==> config.mk <==
export PLATFORM = sky130hd
export DESIGN_NAME = ipx_core
export DESIGN_NICKNAME = d
export VERILOG_FILES = /design/src/shared/ipx_pkg.sv /design/src/logic/ipx_core.sv
export SDC_FILE = /design/constraint.sdc
export NUM_CORES = 1
export LEC_CHECK = 0
export ABC_AREA = 0
export BUFFER_PORTS_ARGS = -buffer_cell sky130_fd_sc_hd__clkbuf_2
export CORE_MARGIN = 3
export CORE_UTILIZATION = 45
export CTS_BUF_LIST = sky130_fd_sc_hd__clkbuf_4 sky130_fd_sc_hd__clkbuf_8
export DETAILED_ROUTE_END_ITERATION = 8
export GPL_ROUTABILITY_DRIVEN = 1
export PLACE_DENSITY = 0.72
export REMOVE_ABC_BUFFERS = 1
export SYNTH_ARGS = -nofsm -noshare
export SYNTH_HDL_FRONTEND = slang
export SYNTH_SLANG_ARGS = --single-unit
==> constraint.sdc <==
create_clock -name core_clk_in -period 2.5 [get_ports core_clk_in]
set_input_delay 0.25 -clock core_clk_in [delete_from_list [all_inputs] [get_ports core_clk_in]]
set_output_delay 0.25 -clock core_clk_in [all_outputs]
set_load 0.03 [all_outputs]
==> src/shared/ipx_pkg.sv <==
// How it works
// - Base priority bits for six core sources
// - Extended priority one: timer3, SPI, ext2/3, hold
// - Extended priority two: first I2C, USB, PWM A
// - Extended priority three: second I2C, PWM C, B
// - Reserved bits read zero, writes ignored
// - Overflow flags set by hardware, cleared on vector
// - Run bits let timers count
// - Ext 0/1 flags set on event, cleared on vector
// - Type bit: zero low level, one edge
// - Ext 0/1 edge select: falling or rising
// - Ext 2/3 inputs active only when enabled
// - Ext 2/3 edge select: falling or rising
// - Deglitch filter 50, 200, 400 ns or bypass
// - Ext 2/3 flags set on edge, software clears
// - Any external pin event raises wake
// - Per port pin change enable bits
// - Pin change flags set by hardware, software clears
// - Any pin of enabled port sets its flag
// - Global enable gates every request
// - Flag still set after return re-requests
package ipx_pkg;
	// ------------------------------------------------------------
	// Register addresses
	// ------------------------------------------------------------
	localparam logic [7:0] ADDR_TCTL  = 8'h88;
	localparam logic [7:0] ADDR_PCHG  = 8'hae;
	localparam logic [7:0] ADDR_X23F  = 8'haf;
	localparam logic [7:0] ADDR_XEN   = 8'hb5;
	localparam logic [7:0] ADDR_EDG1  = 8'hb6;
	localparam logic [7:0] ADDR_EDG2  = 8'hb7;
	localparam logic [7:0] ADDR_PRI0  = 8'hb8;
	localparam logic [7:0] ADDR_PRI1  = 8'hb9;
	localparam logic [7:0] ADDR_PRI2  = 8'hba;
	localparam logic [7:0] ADDR_PRI3  = 8'hbb;
	localparam logic [7:0] REG_RESET  = 8'h00;
	// ------------------------------------------------------------
	// Writable bit masks, reserved bits excluded
	// ------------------------------------------------------------
	localparam logic [7:0] MASK_TCTL  = 8'hff;
	localparam logic [7:0] MASK_PCHG  = 8'hbb;
	localparam logic [7:0] MASK_X23F  = 8'h03;
	localparam logic [7:0] MASK_XEN   = 8'h03;
	localparam logic [7:0] MASK_EDG1  = 8'hc5;
	localparam logic [7:0] MASK_EDG2  = 8'h03;
	localparam logic [7:0] MASK_PRI0  = 8'h5f;
	localparam logic [7:0] MASK_PRI1  = 8'h9a;
	localparam logic [7:0] MASK_PRI2  = 8'h25;
	localparam logic [7:0] MASK_PRI3  = 8'h23;
	// ------------------------------------------------------------
	// Field positions
	// ------------------------------------------------------------
	localparam int TC_ZERO_TYPE = 0;
	localparam int TC_ZERO_FLAG = 1;
	localparam int TC_ONE_TYPE  = 2;
	localparam int TC_ONE_FLAG  = 3;
	localparam int TC_ZERO_RUN  = 4;
	localparam int TC_ZERO_OVF  = 5;
	localparam int TC_ONE_RUN   = 6;
	localparam int TC_ONE_OVF   = 7;
	localparam int ED_ZERO_SEL  = 0;
	localparam int ED_ONE_SEL   = 2;
	localparam int ED_DG_LO     = 6;
	localparam int PC_FLAG5     = 0;
	localparam int PC_FLAG6     = 1;
	localparam int PC_FLAG9     = 3;
	localparam int PC_EN5       = 4;
	localparam int PC_EN6       = 5;
	localparam int PC_EN9       = 7;
	// ------------------------------------------------------------
	// Source indices, lowest index wins within a level
	// ------------------------------------------------------------
	localparam int NSRC      = 16;
	localparam logic [3:0] SRC_EXT0 = 4'h0;
	localparam logic [3:0] SRC_TMR0 = 4'h1;
	localparam logic [3:0] SRC_EXT1 = 4'h2;
	localparam logic [3:0] SRC_TMR1 = 4'h3;
	// ------------------------------------------------------------
	// Deglitch timing
	// ------------------------------------------------------------
	localparam int CLK_MHZ   = 200;
	localparam int DG0_NS    = 50;
	localparam int DG1_NS    = 200;
	localparam int DG2_NS    = 400;
	localparam int DG0_CYC   = (DG0_NS * CLK_MHZ + 999) / 1000;
	localparam int DG1_CYC   = (DG1_NS * CLK_MHZ + 999) / 1000;
	localparam int DG2_CYC   = (DG2_NS * CLK_MHZ + 999) / 1000;
	localparam logic [1:0] DG_BYPASS = 2'b11;

	typedef enum logic [1:0] {
		SVC_IDLE = 2'b00,
		SVC_LOW  = 2'b01,
		SVC_BOTH = 2'b11,
		SVC_HIGH = 2'b10
	} ipx_svc_e;

	typedef struct packed {
		logic [7:0] addr;
		logic       wr;
		logic [7:0] wdata;
	} ipx_sfr_s;

	typedef struct packed {
		logic       req;
		logic [3:0] src;
		logic       high;
	} ipx_req_s;
endpackage

==> src/logic/ipx_core.sv <==
`timescale 1ns/1ps
`default_nettype none
module ipx_core #(
	parameter int PORT_W = 8
) (
	input  wire logic              core_clk_in,
	input  wire logic              nrst_in,
	input  wire ipx_pkg::ipx_sfr_s sfr_in,
	output logic [7:0]             sfr_rdata_out,
	input  wire logic [3:0]        ext_pins_in,
	input  wire logic [PORT_W-1:0] port5_in,
	input  wire logic [PORT_W-1:0] port6_in,
	input  wire logic [PORT_W-1:0] port9_in,
	input  wire logic              tmr0_ovf_in,
	input  wire logic              tmr1_ovf_in,
	input  wire logic [9:0]        periph_flags_in,
	input  wire logic [15:0]       src_enable_in,
	input  wire logic              global_irq_enable_in,
	input  wire logic              irq_ack_in,
	input  wire logic              reti_in,
	output ipx_pkg::ipx_req_s      irq_out,
	output logic                   timer_zero_run_out,
	output logic                   timer_one_run_out,
	output logic                   wake_out
);
	import ipx_pkg::*;

	typedef struct packed {
		logic [7:0]          tctl;
		logic [7:0]          pchg;
		logic [7:0]          x23f;
		logic [7:0]          xen;
		logic [7:0]          edg1;
		logic [7:0]          edg2;
		logic [7:0]          pri0;
		logic [7:0]          pri1;
		logic [7:0]          pri2;
		logic [7:0]          pri3;
		logic [3:0]          filt;
		logic [3:0]          filt_old;
		logic [3:0][6:0]     dg_cnt;
		logic [PORT_W-1:0]   p5_old;
		logic [PORT_W-1:0]   p6_old;
		logic [PORT_W-1:0]   p9_old;
		ipx_svc_e            svc;
		ipx_req_s            irq;
		logic                wake;
		logic [7:0]          rdata;
	} ipx_state_s;

	ipx_state_s st_q;
	ipx_state_s st_d;

	// ------------------------------------------------------------
	// Combinational helpers
	// ------------------------------------------------------------
	logic [6:0]  dg_lim;
	logic [3:0]  rise;
	logic [3:0]  fall;
	logic [3:0]  ev;
	logic        set_e0;
	logic        set_e1;
	logic        set_e2;
	logic        set_e3;
	logic        set_p5;
	logic        set_p6;
	logic        set_p9;
	logic [15:0] flags;
	logic [15:0] prio;
	logic [15:0] pend;
	logic [15:0] hi_p;
	logic [15:0] lo_p;
	logic        ack_e0;
	logic        ack_e1;
	logic        ack_t0;
	logic        ack_t1;
	logic [7:0]  wmask;

	// ------------------------------------------------------------
	// Deglitch and event decode
	// ------------------------------------------------------------
	// Spans are counted in core cycles, so they only hold at the nominal clock
	// Filter length from the two deglitch select bits
	always_comb begin
		case (st_q.edg1[ED_DG_LO+1 -: 2])
			2'b00:   dg_lim = 7'(DG0_CYC);
			2'b01:   dg_lim = 7'(DG1_CYC);
			default: dg_lim = 7'(DG2_CYC);
		endcase
	end

	// Edge and level decode on filtered pins; pin change decode on raw port inputs
	always_comb begin
		rise   = st_q.filt & ~st_q.filt_old;
		fall   = ~st_q.filt & st_q.filt_old;
		set_e0 = st_q.tctl[TC_ZERO_TYPE]
			? (st_q.edg1[ED_ZERO_SEL] ? rise[0] : fall[0])
			: ~st_q.filt[0];
		set_e1 = st_q.tctl[TC_ONE_TYPE]
			? (st_q.edg1[ED_ONE_SEL] ? rise[1] : fall[1])
			: ~st_q.filt[1];
		set_e2 = st_q.xen[0] & (st_q.edg2[0] ? rise[2] : fall[2]);
		set_e3 = st_q.xen[1] & (st_q.edg2[1] ? rise[3] : fall[3]);
		ev     = {set_e3, set_e2, set_e1, set_e0};
		// Any pin of an enabled port counts; disabled ports are ignored
		set_p5 = st_q.pchg[PC_EN5] & (|(port5_in ^ st_q.p5_old));
		set_p6 = st_q.pchg[PC_EN6] & (|(port6_in ^ st_q.p6_old));
		set_p9 = st_q.pchg[PC_EN9] & (|(port9_in ^ st_q.p9_old));
	end

	// ------------------------------------------------------------
	// Arbitration inputs
	// ------------------------------------------------------------
	// Source flag and priority vectors, in arbitration order
	// The flag port stops at ten bits, so sources 14 and 15 never request
	always_comb begin
		flags       = 16'h0000;
		flags[0]    = st_q.tctl[TC_ZERO_FLAG];
		flags[1]    = st_q.tctl[TC_ZERO_OVF];
		flags[2]    = st_q.tctl[TC_ONE_FLAG];
		flags[3]    = st_q.tctl[TC_ONE_OVF];
		flags[4]    = periph_flags_in[0];
		flags[5]    = st_q.pchg[PC_FLAG5] | st_q.pchg[PC_FLAG6] | st_q.pchg[PC_FLAG9];
		flags[6]    = |periph_flags_in[3:1];
		flags[7]    = st_q.x23f[0] | st_q.x23f[1];
		flags[13:8] = periph_flags_in[9:4];
		prio = {st_q.pri3[5], st_q.pri3[1], st_q.pri3[0],
			st_q.pri2[5], st_q.pri2[2], st_q.pri2[0],
			st_q.pri1[7], st_q.pri1[4], st_q.pri1[3], st_q.pri1[1],
			st_q.pri0[6], st_q.pri0[4], st_q.pri0[3], st_q.pri0[2],
			st_q.pri0[1], st_q.pri0[0]};
		// Level-held flags re-request after return with no extra state
		pend = flags & src_enable_in & {NSRC{global_irq_enable_in}};
		hi_p = pend & prio;
		lo_p = pend & ~prio;
	end

	// ------------------------------------------------------------
	// Vector acknowledge
	// ------------------------------------------------------------
	// Vector acknowledge clears only the self-clearing flags
	always_comb begin
		ack_e0 = irq_ack_in & st_q.irq.req & (st_q.irq.src == SRC_EXT0);
		ack_t0 = irq_ack_in & st_q.irq.req & (st_q.irq.src == SRC_TMR0);
		ack_e1 = irq_ack_in & st_q.irq.req & (st_q.irq.src == SRC_EXT1);
		ack_t1 = irq_ack_in & st_q.irq.req & (st_q.irq.src == SRC_TMR1);
	end

	// ------------------------------------------------------------
	// Next state
	// ------------------------------------------------------------
	always_comb begin
		st_d  = st_q;
		wmask = 8'h00;
		// Deglitch: unless bypassed, output follows only after a stable run of samples
		for (int i = 0; i < 4; i++) begin
			if (st_q.edg1[ED_DG_LO+1 -: 2] == DG_BYPASS) begin
				st_d.filt[i]   = ext_pins_in[i];
				st_d.dg_cnt[i] = 7'h00;
			end else if (ext_pins_in[i] == st_q.filt[i]) begin
				st_d.dg_cnt[i] = 7'h00;
			end else if (st_q.dg_cnt[i] + 7'h01 >= dg_lim) begin
				st_d.filt[i]   = ext_pins_in[i];
				st_d.dg_cnt[i] = 7'h00;
			end else begin
				st_d.dg_cnt[i] = st_q.dg_cnt[i] + 7'h01;
			end
		end
		st_d.filt_old = st_q.filt;
		st_d.p5_old   = port5_in;
		st_d.p6_old   = port6_in;
		st_d.p9_old   = port9_in;

		// Software writes; reserved bits stay zero
		if (sfr_in.wr) begin
			if (sfr_in.addr == ADDR_TCTL) begin
				st_d.tctl = sfr_in.wdata & MASK_TCTL;
			end else if (sfr_in.addr == ADDR_PCHG) begin
				st_d.pchg = sfr_in.wdata & MASK_PCHG;
			end else if (sfr_in.addr == ADDR_X23F) begin
				st_d.x23f = sfr_in.wdata & MASK_X23F;
			end else if (sfr_in.addr == ADDR_XEN) begin
				st_d.xen  = sfr_in.wdata & MASK_XEN;
			end else if (sfr_in.addr == ADDR_EDG1) begin
				st_d.edg1 = sfr_in.wdata & MASK_EDG1;
			end else if (sfr_in.addr == ADDR_EDG2) begin
				st_d.edg2 = sfr_in.wdata & MASK_EDG2;
			end else if (sfr_in.addr == ADDR_PRI0) begin
				st_d.pri0 = sfr_in.wdata & MASK_PRI0;
			end else if (sfr_in.addr == ADDR_PRI1) begin
				st_d.pri1 = sfr_in.wdata & MASK_PRI1;
			end else if (sfr_in.addr == ADDR_PRI2) begin
				st_d.pri2 = sfr_in.wdata & MASK_PRI2;
			end else if (sfr_in.addr == ADDR_PRI3) begin
				st_d.pri3 = sfr_in.wdata & MASK_PRI3;
			end
		end

		// Hardware clear on vector, then hardware set; set wins over both
		if (ack_e0) st_d.tctl[TC_ZERO_FLAG] = 1'b0;
		if (ack_e1) st_d.tctl[TC_ONE_FLAG]  = 1'b0;
		if (ack_t0) st_d.tctl[TC_ZERO_OVF]  = 1'b0;
		if (ack_t1) st_d.tctl[TC_ONE_OVF]   = 1'b0;
		wmask[TC_ZERO_FLAG] = set_e0;
		wmask[TC_ONE_FLAG]  = set_e1;
		wmask[TC_ZERO_OVF]  = tmr0_ovf_in;
		wmask[TC_ONE_OVF]   = tmr1_ovf_in;
		st_d.tctl = st_d.tctl | wmask;
		st_d.x23f = st_d.x23f | {6'h00, set_e3, set_e2};
		st_d.pchg[PC_FLAG5] = st_d.pchg[PC_FLAG5] | set_p5;
		st_d.pchg[PC_FLAG6] = st_d.pchg[PC_FLAG6] | set_p6;
		st_d.pchg[PC_FLAG9] = st_d.pchg[PC_FLAG9] | set_p9;

		// Wake is a registered one-cycle pulse per edge or pin change, held high while a level-mode pin is low
		st_d.wake = (|ev) | set_p5 | set_p6 | set_p9;

		// Service level tracking: a taken request raises the level
		if (irq_ack_in && st_q.irq.req) begin
			if (st_q.irq.high) begin
				st_d.svc = (st_q.svc == SVC_LOW) ? SVC_BOTH : SVC_HIGH;
			end else begin
				st_d.svc = SVC_LOW;
			end
		end else if (reti_in) begin
			case (st_q.svc)
				SVC_BOTH: st_d.svc = SVC_LOW;
				default:  st_d.svc = SVC_IDLE;
			endcase
		end

		// Arbitration: high may preempt low, low waits for idle
		st_d.irq.req  = 1'b0;
		st_d.irq.src  = 4'h0;
		st_d.irq.high = 1'b0;
		if (!(irq_ack_in && st_q.irq.req)) begin
			if ((st_q.svc == SVC_IDLE || st_q.svc == SVC_LOW) && |hi_p) begin
				st_d.irq.req  = 1'b1;
				st_d.irq.high = 1'b1;
				for (int i = NSRC - 1; i >= 0; i--) begin
					if (hi_p[i]) st_d.irq.src = 4'(i);
				end
			end else if (st_q.svc == SVC_IDLE && |lo_p) begin
				st_d.irq.req = 1'b1;
				for (int i = NSRC - 1; i >= 0; i--) begin
					if (lo_p[i]) st_d.irq.src = 4'(i);
				end
			end
		end

		// Read data, one cycle after the address; unmapped reads zero
		// Reads have no side effect, so polling never loses a flag
		if (sfr_in.addr == ADDR_TCTL) begin
			st_d.rdata = st_q.tctl;
		end else if (sfr_in.addr == ADDR_PCHG) begin
			st_d.rdata = st_q.pchg;
		end else if (sfr_in.addr == ADDR_X23F) begin
			st_d.rdata = st_q.x23f;
		end else if (sfr_in.addr == ADDR_XEN) begin
			st_d.rdata = st_q.xen;
		end else if (sfr_in.addr == ADDR_EDG1) begin
			st_d.rdata = st_q.edg1;
		end else if (sfr_in.addr == ADDR_EDG2) begin
			st_d.rdata = st_q.edg2;
		end else if (sfr_in.addr == ADDR_PRI0) begin
			st_d.rdata = st_q.pri0;
		end else if (sfr_in.addr == ADDR_PRI1) begin
			st_d.rdata = st_q.pri1;
		end else if (sfr_in.addr == ADDR_PRI2) begin
			st_d.rdata = st_q.pri2;
		end else if (sfr_in.addr == ADDR_PRI3) begin
			st_d.rdata = st_q.pri3;
		end else begin
			st_d.rdata = 8'h00;
		end
	end

	// ------------------------------------------------------------
	// State register
	// ------------------------------------------------------------
	always_ff @(posedge core_clk_in or negedge nrst_in) begin
		if (!nrst_in) begin
			// Constants only; every flag and request starts clear
			st_q      <= '0;
			st_q.filt <= 4'hf;   // Idle-high pins, avoids a false fall at start
			st_q.filt_old <= 4'hf;
			st_q.svc  <= SVC_IDLE;
		end else begin
			st_q <= st_d;
		end
	end

	// ------------------------------------------------------------
	// Output ports
	// ------------------------------------------------------------
	// Outputs straight from the state register
	assign sfr_rdata_out      = st_q.rdata;
	assign irq_out            = st_q.irq;
	assign timer_zero_run_out = st_q.tctl[TC_ZERO_RUN];
	assign timer_one_run_out  = st_q.tctl[TC_ONE_RUN];
	assign wake_out           = st_q.wake;
endmodule
`default_nettype wire

# [Word level (Yosys, flattened, before mapping)]
# Index checks and enable logic that the tools add are counted.
[word_totals] latchBits=0 ramBits=0 regBits=123 out_inout_bits=17 word_cells=243 n_memories=0 romBits=0
[op_classes] eq_ne=25 div_mod_pow=0 n_bitwise=44 n_mul=0 shifts=0 mux=106 addsub=4 reduce_logical=31 magnitude_cmp=4
[ops] op="4-bit 2-to-1 mux" count=32
[ops] op="8-bit 2-to-1 mux" count=13
[ops] op="7-bit 2-to-1 mux" count=13
[ops] op="8-bit == test (second input constant)" count=10
[ops] op="80-bit 2-to-1 mux" count=1
[ops] op="72-bit 2-to-1 mux" count=1
[ops] op="64-bit 2-to-1 mux" count=1
[ops] op="50-bit 2-to-1 mux" count=1
[ops] op="16-bit AND" count=3
[ops] op="48-bit 2-to-1 mux" count=1
[ops] op="6-bit 2-to-1 mux" count=6
[ops] op="34-bit 2-to-1 mux" count=1
[ops] op="16-bit OR reduction" count=2
[ops] op="31-bit 2-to-1 mux" count=1
[ops] op="7-bit by 1-bit adder with 7-bit output (second input constant)" count=4
[ops] op="7-bit greater-or-equal comparator" count=4
[ops] op="1-bit 2-to-1 mux" count=25
[ops] op="24-bit 2-to-1 mux" count=1
[ops] op="8-bit OR reduction" count=3
[ops] op="8-bit XOR" count=3
[ops] op="14-bit by 16-bit AND with 16-bit output" count=1
[ops] op="16-bit inverter" count=1
[ops] op="14-bit 2-to-1 mux" count=1
[ops] op="7-bit one-hot mux with 2 select lines" count=1
[ops] op="31 further kinds" count=84

# [Longest topological paths before layout]
# Gate-level depths: netlist of run 1.
[logic_depth] word_depth=24 depth_mapped=9 mapped_depth_nobuf=9

# [Worst setup path before layout of run 1]
# OpenSTA, ideal clock, no wires.
[synth_timing] path_type="flip-flop to flip-flop" start="register st_q[62] (netlist bit)" end="register st_q[65] (netlist bit)" t_required_ns=2.427 stages_incl_launch_ff=10 t_arrival_ns=1.978 setup_time_ns=0.073 n_path_buf=0 synth_period_minus_slack_ns=2.052 setup_slack_ns=0.448 cell_sequence="dfrtp_1 ha_1 inv_1 ha_1 nand2_1 nand3_1 a21o_1 a21o_1 a311o_1 nor2b_1"
[synth_rtl] item="start: declaration" line="ipx_core.sv:51" text="ipx_state_s st_q;"
[synth_rtl] item="start signal: assignment" line="ipx_core.sv:288" text="st_q <= st_d;"

==> results of run 1 <==
## what timing repair did
| item | in CTS | in global routing |
|---|---|---|
| hold buffers | 26 | 0 |
| setup buffers | 0 | 1 |
| hold endpoints to repair | 103 | 0 |
| endpoints found under the setup margin | 0 | 1 |
## cell usage in the layout, fill, tap and decap left out, types with 3 or more instances in the layout
cell type,synthesis,routed
o211ai_1,4,4
and2_1,4,4
dlygate4sd3_1,0,26
ha_1,24,24
a22oi_1,5,5
xor2_1,11,11
and4b_1,10,10
nand2_1,57,57
a31oi_1,5,5
mux2i_1,10,10
o22ai_1,5,5
nand3_1,32,32
inv_1,12,12
a21o_1,5,5
xnor2_1,37,37
dfrtp_1,109,109
dfstp_2,8,8
nand4_1,21,21
o2111ai_1,4,4
bufinv_16,0,3
clkbuf_2,0,91
a21oi_1,14,14
nor2b_1,21,21
nor2_1,43,43
buf_4,14,11
a32oi_1,4,4
mux2_2,28,28
mux2_1,8,8
nor3_1,9,9
clkinv_2,0,4
mux2_4,3,3
a211oi_1,3,3
clkbuf_8,0,20
o21ai_0,22,22
## worst reg2reg max path: cells and delay by family, from the launching register on
family,cells,cell delay (ns)
AO/OA/AOI/OAI,2,0.57
XOR/XNOR,1,0.21
adder cells (fa/ha/maj),2,0.49
flip-flops,1,0.42
AND/OR/NAND/NOR,3,0.51
## sequential cells by signal (all words and copies together), names as in the netlist
signal,flops
prio,16
irq_out,6
timer_one_run_out,1
sfr_rdata_out,8
st_q,76
timer_zero_run_out,1
wake_out,1
st_d,4
flags,4
## cell families (layout without fill, tap and decap cells)
| group | Yosys count | after routing | share of synthesized area |
|---|---|---|---|
| fa+ha+maj | 24 | 24 | 0.0480 |
| buf+inv | 37 | 172 | 0.0338 |
| compound gates | 90 | 90 | 0.0990 |
| simple gates | 223 | 223 | 0.194 |
| xor+xnor | 48 | 48 | 0.0672 |
| flops | 117 | 117 | 0.470 |
| mux | 49 | 49 | 0.0880 |
## power by group through the flow
| stage | Clock [µW] | Sequential (µW) | Combinational, µW |
|---|---|---|---|
| after detailed placement | 0 | 2470 | 1090 |
| after floorplan | 0 | 2460 | 672 |
| after global routing | 1940 | 2480 | 1280 |
| after global placement | 0 | 2450 | 1050 |
| after CTS | 1870 | 2440 | 1130 |
| final | 1820 | 2440 | 1130 |
## path summary, 6_finish.rpt
kind	start	end	slack (ns)	cells past startpoint
worst max register to register	st_q[48]	st_q[54]	0.24	8
min in group asynchronous	nrst_in	st_q[30]	0.20	2
worst max-delay path	st_q[48]	st_q[54]	0.24	8
worst min-delay path	tmr0_ovf_in	flags[1]	0.04	2
max in group asynchronous	nrst_in	st_d[71]	1.60	3
worst min register to register	st_d[69]	st_q[69]	0.40	0
## stage by stage
step / hold WS, ns / instances / util / total power (µW)
final: 0.0399 / 899 / 0.563 / 5390
after global routing: 0.0189 / 899 / 0.563 / 5700
after CTS: 0.0218 / 898 / 0.562 / 5440
after detailed placement: 0.0971 / 841 / 0.512 / 3560
after global placement: 0.0909 / 841 / 0.512 / 3500
after floorplan: -0.0456 / 563 / - / 3130
## final cells by class
| class | instances | share of cell area |
|---|---|---|
| Multi-Input combinational cell | 434 | 0.412 |
| Clock buffer | 22 | 0.0385 |
| Clock inverter | 9 | 0.0168 |
| Timing Repair Buffer | 129 | 0.108 |
| Tap cell | 176 | 0.0292 |
| Sequential cell | 117 | 0.389 |
| Inverter | 12 | 0.00597 |
## layer usage
metal  part of all wire  GRT usage  wire length (µm)  vias up
met1               0.41      0.247              6320     2460
met5                  0          0                 0        -
met2               0.51      0.373              7960      169
met3              0.061     0.0513               947       25
met4              0.018     0.0801               276        0
li1                   -          -                 -     2360
==> impl_results.md, run 1 <==
* Status: completed
* RSZ-0062 raised after global routing: false
* Clock Sinks at approximately 120
* # rows at 42
* Pre-CTS WS at 0.229 ns
* Final setup fails at 0
* Die Area at between 15000 and 20000 µm²
* Final Hold Fails at 0
* DP Wirelength at 11600 µm
* Height of the chip at ~120 µm
* Critical Path End Type: register
* List of most frequent post-synthesis cells: dfrtp_1, nand2_1, nor2_1
* Die width at about 120 µm
* Yosys top cell area share at 0.436
* Nets@finish at between 800 and 900
* Placed Area at between 6000 and 7000 µm²
* Max Cap Viol at 0
* Net Sw Frac at 0.306
* Max clock buf depth at 2
* CP Max Fanout at 7
* Clock power frac at 0.337
* Critical path buffer and inverter count at 0
* Vias in the first global route at between 5000 and 6000
* Slew headroom at 0.614
* Port bufs at 92
* Starting density of the core at 0.467
* Worst vdd ir at around 0.00048 V
* CP dominant cell by count: ha_1
* Max Fclk at between 0.4 and 0.5 GHz
* Worst-path cell chain: ha_1, nand3_1, nor2_1, xor2_1, ha_1, a211oi_1, o211ai_1, nor2b_1
* Count leader, synth: dfrtp_1
* CTS tree: built
* Cell variety after synth at 69
* Slowest cell on the critical path: dfrtp_1
* Worst Clk Skew at around 0.010 ns
* H-tree levels at 4
* Mapped Cells at 588
* Core ar. at 13400 µm²
* Post-DR wirelength/cell at around 17 µm
* Mapped Avg Cell Area at 10.6 µm²
* Setup TNS Final at 0 ns
* HP Class: input port to register
* Synth warn at 0
* CP Data Arrival Time at 2.61 ns
* Fillers at between 1000 and 1500
* Largest area contributor in the netlist: dfrtp_1
* Logic pwr share at 0.210
* Vias at 5014
* Top FF cell, synth: dfrtp_1
* CP peak stage delay at about 0.42 ns
* Fin crit period at around 2.3 ns
* Residual DRC at 0
* Area of the multi-input gates at slightly above 3000 µm²
* First-pass GRT wire length at roughly 25000 µm
* FFs w/ async S/R, synth at 1.00
* Grt ovf at 0
* Clock transition at path regs at around 0.070 ns
* Final period util at 0.905
* Slew @ Worst Pin at 0.576 ns
* Critical path class: register to register
* DRT iter0 DRCs at around 300
* Antenna-violating nets left at 0
* Largest net degree at the start of global routing at 73
* # resized after CTS at 0
* Sw Pwr at approximately 1600 µW
* Flop pwr share at 0.453
* Sequential cell area at a little under 3000 µm²
* Share of cells above drive strength 1 at 0.261
* Top delay family on crit path: compound AO/OA/AOI/OAI gates
* Drt first pass iters at 6
* Clk_lat worst skew at around 0.43 ns
* Post-synth EDFFs at 0
* Area Growth Syn to Fin at 20.6%
* Leakage at approximately 0.0036 µW
* Worst EP required at roughly 2.9 ns
* Cts bufs inserted at 17
* PwrDens at between 700 and 800 nW/µm²
* Post-route cell area at about 7500 µm²
* Yosys reg bits at 117
* Max-slew violation count at 0
* Final WL at 15500 µm
* Gr usage total at 0.211
* Via/cell ratio at 5.58
* Post-synthesis cell area at between 6000 and 7000 µm²
* Pint at between 3000 and 4000 µW
* CP Launch Type: register
* Routability Congestion at approximately 0.88
* I/O pins at 95
* Ranking of synthesized cells by area: dfrtp_1, xnor2_1, mux2_2, ha_1, nand2_1
* # diodes at 0
* Initial antenna violation count at 0
* Seq/Total Area, Yosys at 0.470
* Post-route setup slack at ~0.24 ns
* Clk root buf: clkbuf_8
Note: power is estimated with default switching activity, not from simulation.
==> inputs of run 2 (changes only) <==
--- a/config.mk
+++ b/config.mk
@@ -12,6 +12,7 @@
 export CTS_BUF_LIST = sky130_fd_sc_hd__clkbuf_4 sky130_fd_sc_hd__clkbuf_8
 export DETAILED_ROUTE_END_ITERATION = 8
 export GPL_ROUTABILITY_DRIVEN = 1
+export HOLD_SLACK_MARGIN = 0.15
 export PLACE_DENSITY = 0.72
 export REMOVE_ABC_BUFFERS = 1
 export SYNTH_ARGS = -nofsm -noshare
==> impl_results.md, run 2 (same netlist as run 1, synthesis figures left out) <==
* Status: completed
* Max clock buf depth at 2 (unchanged)
* Fillers at 1138 (-0.87%)
* Grt ovf at 0 (unchanged)
* I/O pins at 95 (unchanged)
* Core ar. at 13400 µm² (unchanged)
* CP Max Fanout at 7 (unchanged)
* Clock transition at path regs at 0.07 ns (about the same)
* DRT iter0 DRCs at 290 (-4.0%)
* Worst Clk Skew at 0.00940 ns (-0.000732 ns)
* Slew @ Worst Pin at 0.576 ns (+0.000137 ns)
* Via/cell ratio at 5.55 (-0.57%)
* Gr usage total at 0.212 (+0.00155)
* PwrDens at 706 nW/µm² (-1.2%)
* HP Class: input port to async pin
* Vias in the first global route at 5241 (+0.98%)
* Max reg flops at 76 (unchanged)
* Final setup fails at 0 (unchanged)
* Critical path class: register to register
* Post-Place Cells at 841 (unchanged)
* # resized after CTS at 0 (unchanged)
* Critical Path End Type: register
* Largest net degree at the start of global routing at 73 (unchanged)
* DP Wirelength at 11600 µm (unchanged)
* Share of cells above drive strength 1 at 0.257 (-0.00427)
* Largest Register: st_q
* # diodes at 0 (unchanged)
* Leading cell type in the layout, fill and taps excluded: dfrtp_1
* Nets@finish at 825 (+1.5%)
* Pwr Total at 5410 µW (+0.33%)
* Initial antenna violation count at 0 (unchanged)
* H-tree levels at 4 (unchanged)
* Max-slew violation count at 0 (unchanged)
* Starting density of the core at 0.467 (unchanged)
* Post-DR wirelength/cell at 17.1 µm (-0.75%)
* Max Fclk at 0.442 GHz (about the same)
* Setup TNS Final at 0 ns (unchanged)
* Max Cap Viol at 0 (unchanged)
* Antenna-violating nets left at 0 (unchanged)
* Final WL at 15600 µm (+0.57%)
* Die width at 124 µm (unchanged)
* Residual DRC at 0 (unchanged)
* First-pass GRT wire length at 25100 µm (+0.75%)
* Worst EP required at 2.85 ns (about the same)
* CP Launch Type: register
* Clk_lat worst skew at 0.43 ns (about the same)
* Post-Route Utilization at 0.572 (+0.00896)
* # rows at 42 (unchanged)
* Leakage at 0.00367 µW (+1.4%)
* Height of the chip at 124 µm (unchanged)
* Most frequent cells in the layout: dfrtp_1, clkbuf_2, nand2_1
* Fin crit period at 2.26 ns (-0.000245 ns)
* RSZ-0062 raised after global routing: false
* Slew headroom at 0.614 (about the same)
* Final period util at 0.905 (about the same)
* Worst vdd ir at 0.000481 V (+0.23%)
* CTS tree: built
* Port bufs at 92 (unchanged)
* Post-route cell area at 7660 µm² (+1.6%)
* R2r worst-path depth at 8 (unchanged)
* Vias at 5052 (+0.76%)
* Clk root buf: clkbuf_8
* Clock Sinks at 117 (unchanged)
* Placed Area at 6860 µm² (unchanged)
* Die Area at 15400 µm² (unchanged)
* Drt first pass iters at 5 (-1)
* CP Data Arrival Time at 2.61 ns (about the same)
* Final Hold Fails at 0 (unchanged)
* Routability Congestion at 0.877 (unchanged)
* Area Growth Syn to Fin at 22.5%
* Cts bufs inserted at 17 (unchanged)
* Cell Count, Final, Fillers Out at 911 (+1.3%)
[run 2: cell types whose count changed in the layout (fill, tap and decap cells not counted)]
| cell | delta |
|---|---|
| dlygate4sd3_1 | +12 |
[run 2: worst max-delay path: stages (launching register included)]
cell      delay (ns)
dfrtp_1         0.42
ha_1            0.20
nand3_1         0.12
nor2_1          0.17
xor2_1          0.21
ha_1            0.28
a211oi_1        0.27
o211ai_1        0.30
nor2b_1         0.22
[run 2: path summary, 6_finish.rpt]
path,startpoint,slack [ns],to
setup / recovery,st_q[48],0.24,st_q[54]
hold / removal,nrst_in,0.20,st_q[30]
min in group core_clk_in,sfr_in[5],0.20,prio[15]
setup reg to reg,st_q[48],0.24,st_q[54]
max in group asynchronous,nrst_in,1.60,st_d[71]
hold reg to reg,st_d[69],0.40,st_q[69]
[run 2: area by class of cell]
cell class | instances | area (µm²) | area share
Sequential cell | 117 | 2940 | 0.383
Clock buffer | 22 | 290 | 0.0379
Timing Repair Buffer | 141 | 938 | 0.122
Multi-Input combinational cell | 434 | 3110 | 0.405
Clock inverter | 9 | 126 | 0.0165
Inverter | 12 | 45.0 | 0.00588
Tap cell | 176 | 220 | 0.0287
[run 2: report_power, final]
part	leakage, µW	internal (µW)	switching, µW
clock network	0.000215	1080	741
registers	0.00148	2180	263
logic	0.00197	499	649
[run 2: repair_timing]
action | in CTS | in global routing
hold buffers | 37 | 1
endpoints found under the hold margin | 155 | 1
setup buffers | 0 | 1
setup endpoints to repair | 0 | 1
[run 2: routing by layer]
metal / track usage / share of wire / wire length [µm] / up-vias
met5: 0 / 0 / 0 / -
met3: 0.0504 / 0.066 / 1030 / 30
met4: 0.0801 / 0.020 / 312 / 0
li1: - / - / - / 2389
met2: 0.378 / 0.51 / 8010 / 175
met1: 0.248 / 0.40 / 6250 / 2458
[run 2: per-stage QoR]
stage	hold WS, ns	setup WS (ns)
after floorplan	-0.0456	0.448
after global placement	0.0909	0.325
after detailed placement	0.0971	0.229
after CTS	0.167	0.228
after global routing	0.179	0.0204
final	0.197	0.238
==> inputs of run 3 (changes only) <==
--- a/config.mk
+++ b/config.mk
@@ -14,7 +14,6 @@
 export GPL_ROUTABILITY_DRIVEN = 1
 export HOLD_SLACK_MARGIN = 0.15
 export PLACE_DENSITY = 0.72
-export REMOVE_ABC_BUFFERS = 1
 export SYNTH_ARGS = -nofsm -noshare
 export SYNTH_HDL_FRONTEND = slang
 export SYNTH_SLANG_ARGS = --single-unit
==> impl_results.md, run 3 (same netlist as run 1, synthesis figures left out) <==
* Flop pwr share at 0.466 (+0.014)
* Largest Register: st_q
* Area Growth Syn to Fin at 22.1%
* Slew @ Worst Pin at 0.642 ns (+0.0659 ns)
* R2r worst-path depth at 8 (unchanged)
* R2r startpoint: st_q[62]
* Clock transition at path regs at 0.07 ns (about the same)
* Net Sw Frac at 0.332 (+0.0264)
* Max Fclk at 0.442 GHz (about the same)
* Post-Syn Nets at between 600 and 700
* Worst vdd ir at 0.000612 V (+27%)
* Final period util at 0.905 (about the same)
* Worst EP required at 2.87 ns (+0.02 ns)
* CP Data Arrival Time at 2.64 ns (+0.03 ns)
* RR Endpoint: st_q[67]
* Largest net degree at the start of global routing at 51 (-30%)
* Clock power frac at 0.314 (-0.022)
* CP dominant cell by count: ha_1
* Critical path buffer and inverter count at 0 (unchanged)
* Final setup fails at 0 (unchanged)
* Top delay family on crit path: compound AO/OA/AOI/OAI gates
* Worst-path cell chain: ha_1, nand2_1, nor2_1, xor2_1, ha_1, a211o_1, a311o_1, nor2b_1
* HP Class: input port to register
* Slew headroom at 0.572 (-0.0423)
* DP Wirelength at 11400 µm (-1.2%)
* Final Hold Fails at 0 (unchanged)
* Antenna-violating nets left at 0 (unchanged)
* Most frequent cells in the layout: dfrtp_1, clkbuf_2, nand2_1
* Pwr Total at 5230 µW (-3.2%)
* Post-DR wirelength/cell at 16.8 µm (-1.8%)
* Worst hold endpoint: st_q[125]
* Vias at 4984 (-1.3%)
* Clk root buf: clkbuf_8
* Routability Congestion at 0.873 (-0.46%)
* Drt first pass iters at 5 (unchanged)
* Worst reg2reg setup slack at 0.24 ns (about the same)
* Gr usage total at 0.212 (-0.000409)
* WHS Path Cells at 2
* # rows at 42 (unchanged)
* Starting density of the core at 0.467 (unchanged)
* Via/cell ratio at 5.46 (-1.6%)
* CP Launch Point: st_q[62]
* Hold path start: sfr_in[0]
* Clock Sinks at 117 (unchanged)
* Core ar. at 13400 µm² (unchanged)
* Max-slew violation count at 0 (unchanged)
* I/O pins at 95 (unchanged)
* RSZ-0062 raised after global routing: false
* PwrDens at 686 nW/µm² (-2.8%)
* Critical Path End Type: register
* Port bufs at 92 (unchanged)
* Vias in the first global route at 5226 (-0.29%)
* Max clock buf depth at 2 (unchanged)
* Cts bufs inserted at 17 (unchanged)
* CP Launch Type: register
* CP Max Fanout at 7 (unchanged)
* Max reg flops at 76 (unchanged)
* Sw Pwr at 1740 µW (+5.2%)
* CTS tree: built
* CP peak stage delay at 0.43 ns (about the same)
* Share of cells above drive strength 1 at 0.258 (+0.000659)
* Leading cell type in the layout, fill and taps excluded: dfrtp_1
* Final WL at 15400 µm (-1.6%)
* First-pass GRT wire length at 24800 µm (-1.0%)
* Clk_lat worst skew at 0.45 ns (+0.02 ns)
* Height of the chip at 124 µm (unchanged)
* Nets@finish at 826 (+0.12%)
* Fin crit period at 2.26 ns (+0.00124 ns)
* Residual DRC at 0 (unchanged)
* Die Area at 15400 µm² (unchanged)
* Max Cap Viol at 0 (unchanged)
* Logic pwr share at 0.220 (+0.008)
* Die width at 124 µm (unchanged)
* Grt ovf at 0 (unchanged)
* Pint at 3500 µW (-6.9%)
* Initial antenna violation count at 1 (+1)
* DRT iter0 DRCs at 303 (+4.5%)
* Leakage at 0.00364 µW (-0.93%)
* Critical path class: register to register
* H-tree levels at 4 (unchanged)
* Setup TNS Final at 0 ns (unchanged)
* Status: completed
* # diodes at 0 (unchanged)
* Worst Clk Skew at 0.0109 ns (+0.00148 ns)
* Slowest cell on the critical path: a311o_1
[run 3: cell count changes in the layout (fill, tap and decap cells not counted)]
cell,before,now
bufinv_16,3,1
clkbuf_4,2,0
clkbuf_8,20,18
clkinv_2,4,2
clkinv_4,1,4
clkinvlp_4,1,5
dlygate4sd3_1,38,39
inv_6,0,2
[run 3: power groups by stage]
stage | clock network [µW] | logic (µW) | registers [µW]
after floorplan | 0 | 781 | 2400
after global placement | 0 | 1040 | 2450
after detailed placement | 0 | 1090 | 2470
after CTS | 1680 | 1150 | 2440
after global routing | 1770 | 1310 | 2490
final | 1640 | 1150 | 2440
[run 3: metrics by stage]
step | hold WS (ns) | instance area, µm² | setup slack (ns) | cells | util
2_1_floorplan | -0.0456 | 6250 | 0.448 | 588 | -
6_report | 0.207 | 7630 | 0.237 | 913 | 0.570
3_3_place_gp | 0.312 | 6860 | 0.313 | 841 | 0.512
4_1_cts | 0.171 | 7630 | 0.229 | 912 | 0.569
5_1_grt | 0.197 | 7630 | 0.0288 | 913 | 0.570
3_5_place_dp | 0.325 | 6860 | 0.248 | 841 | 0.512
[run 3: worst max-delay path by stage]
stage	to	slack (ns)	cells past startpoint
6_report	st_q[67]	0.24	8
5_1_grt	st_q[53]	0.03	8
4_1_cts	st_q[67]	0.23	8
3_5_place_dp	st_q[67]	0.25	8
3_3_place_gp	irq_out[1]	0.31	7
2_1_floorplan	st_q[65]	0.45	9
[run 3: area by class of cell]
class	count	area (µm²)
Timing Repair Buffer	142	948
Fill cell	1124	5770
Multi-Input combinational cell	434	3110
Sequential cell	117	2940
Clock buffer	18	248
Inverter	12	45.0
Clock inverter	14	130
Tap cell	176	220
[run 3: repair_timing]
action                                  4_1_cts  5_1_grt
hold buffers                                 39        0
setup buffers                                 0        1
resized for setup                             0        0
endpoints found under the setup margin        0        6
endpoints found under the hold margin        99        0
[run 3: metal layers]
metal  wire length (µm)  vias to the layer above  GRT usage
met2               7770                      150      0.377
li1                   -                     2397          -
met5                 13                        -          0
met4                374                        2     0.0876
met1               6430                     2402      0.248
met3                760                       33     0.0459
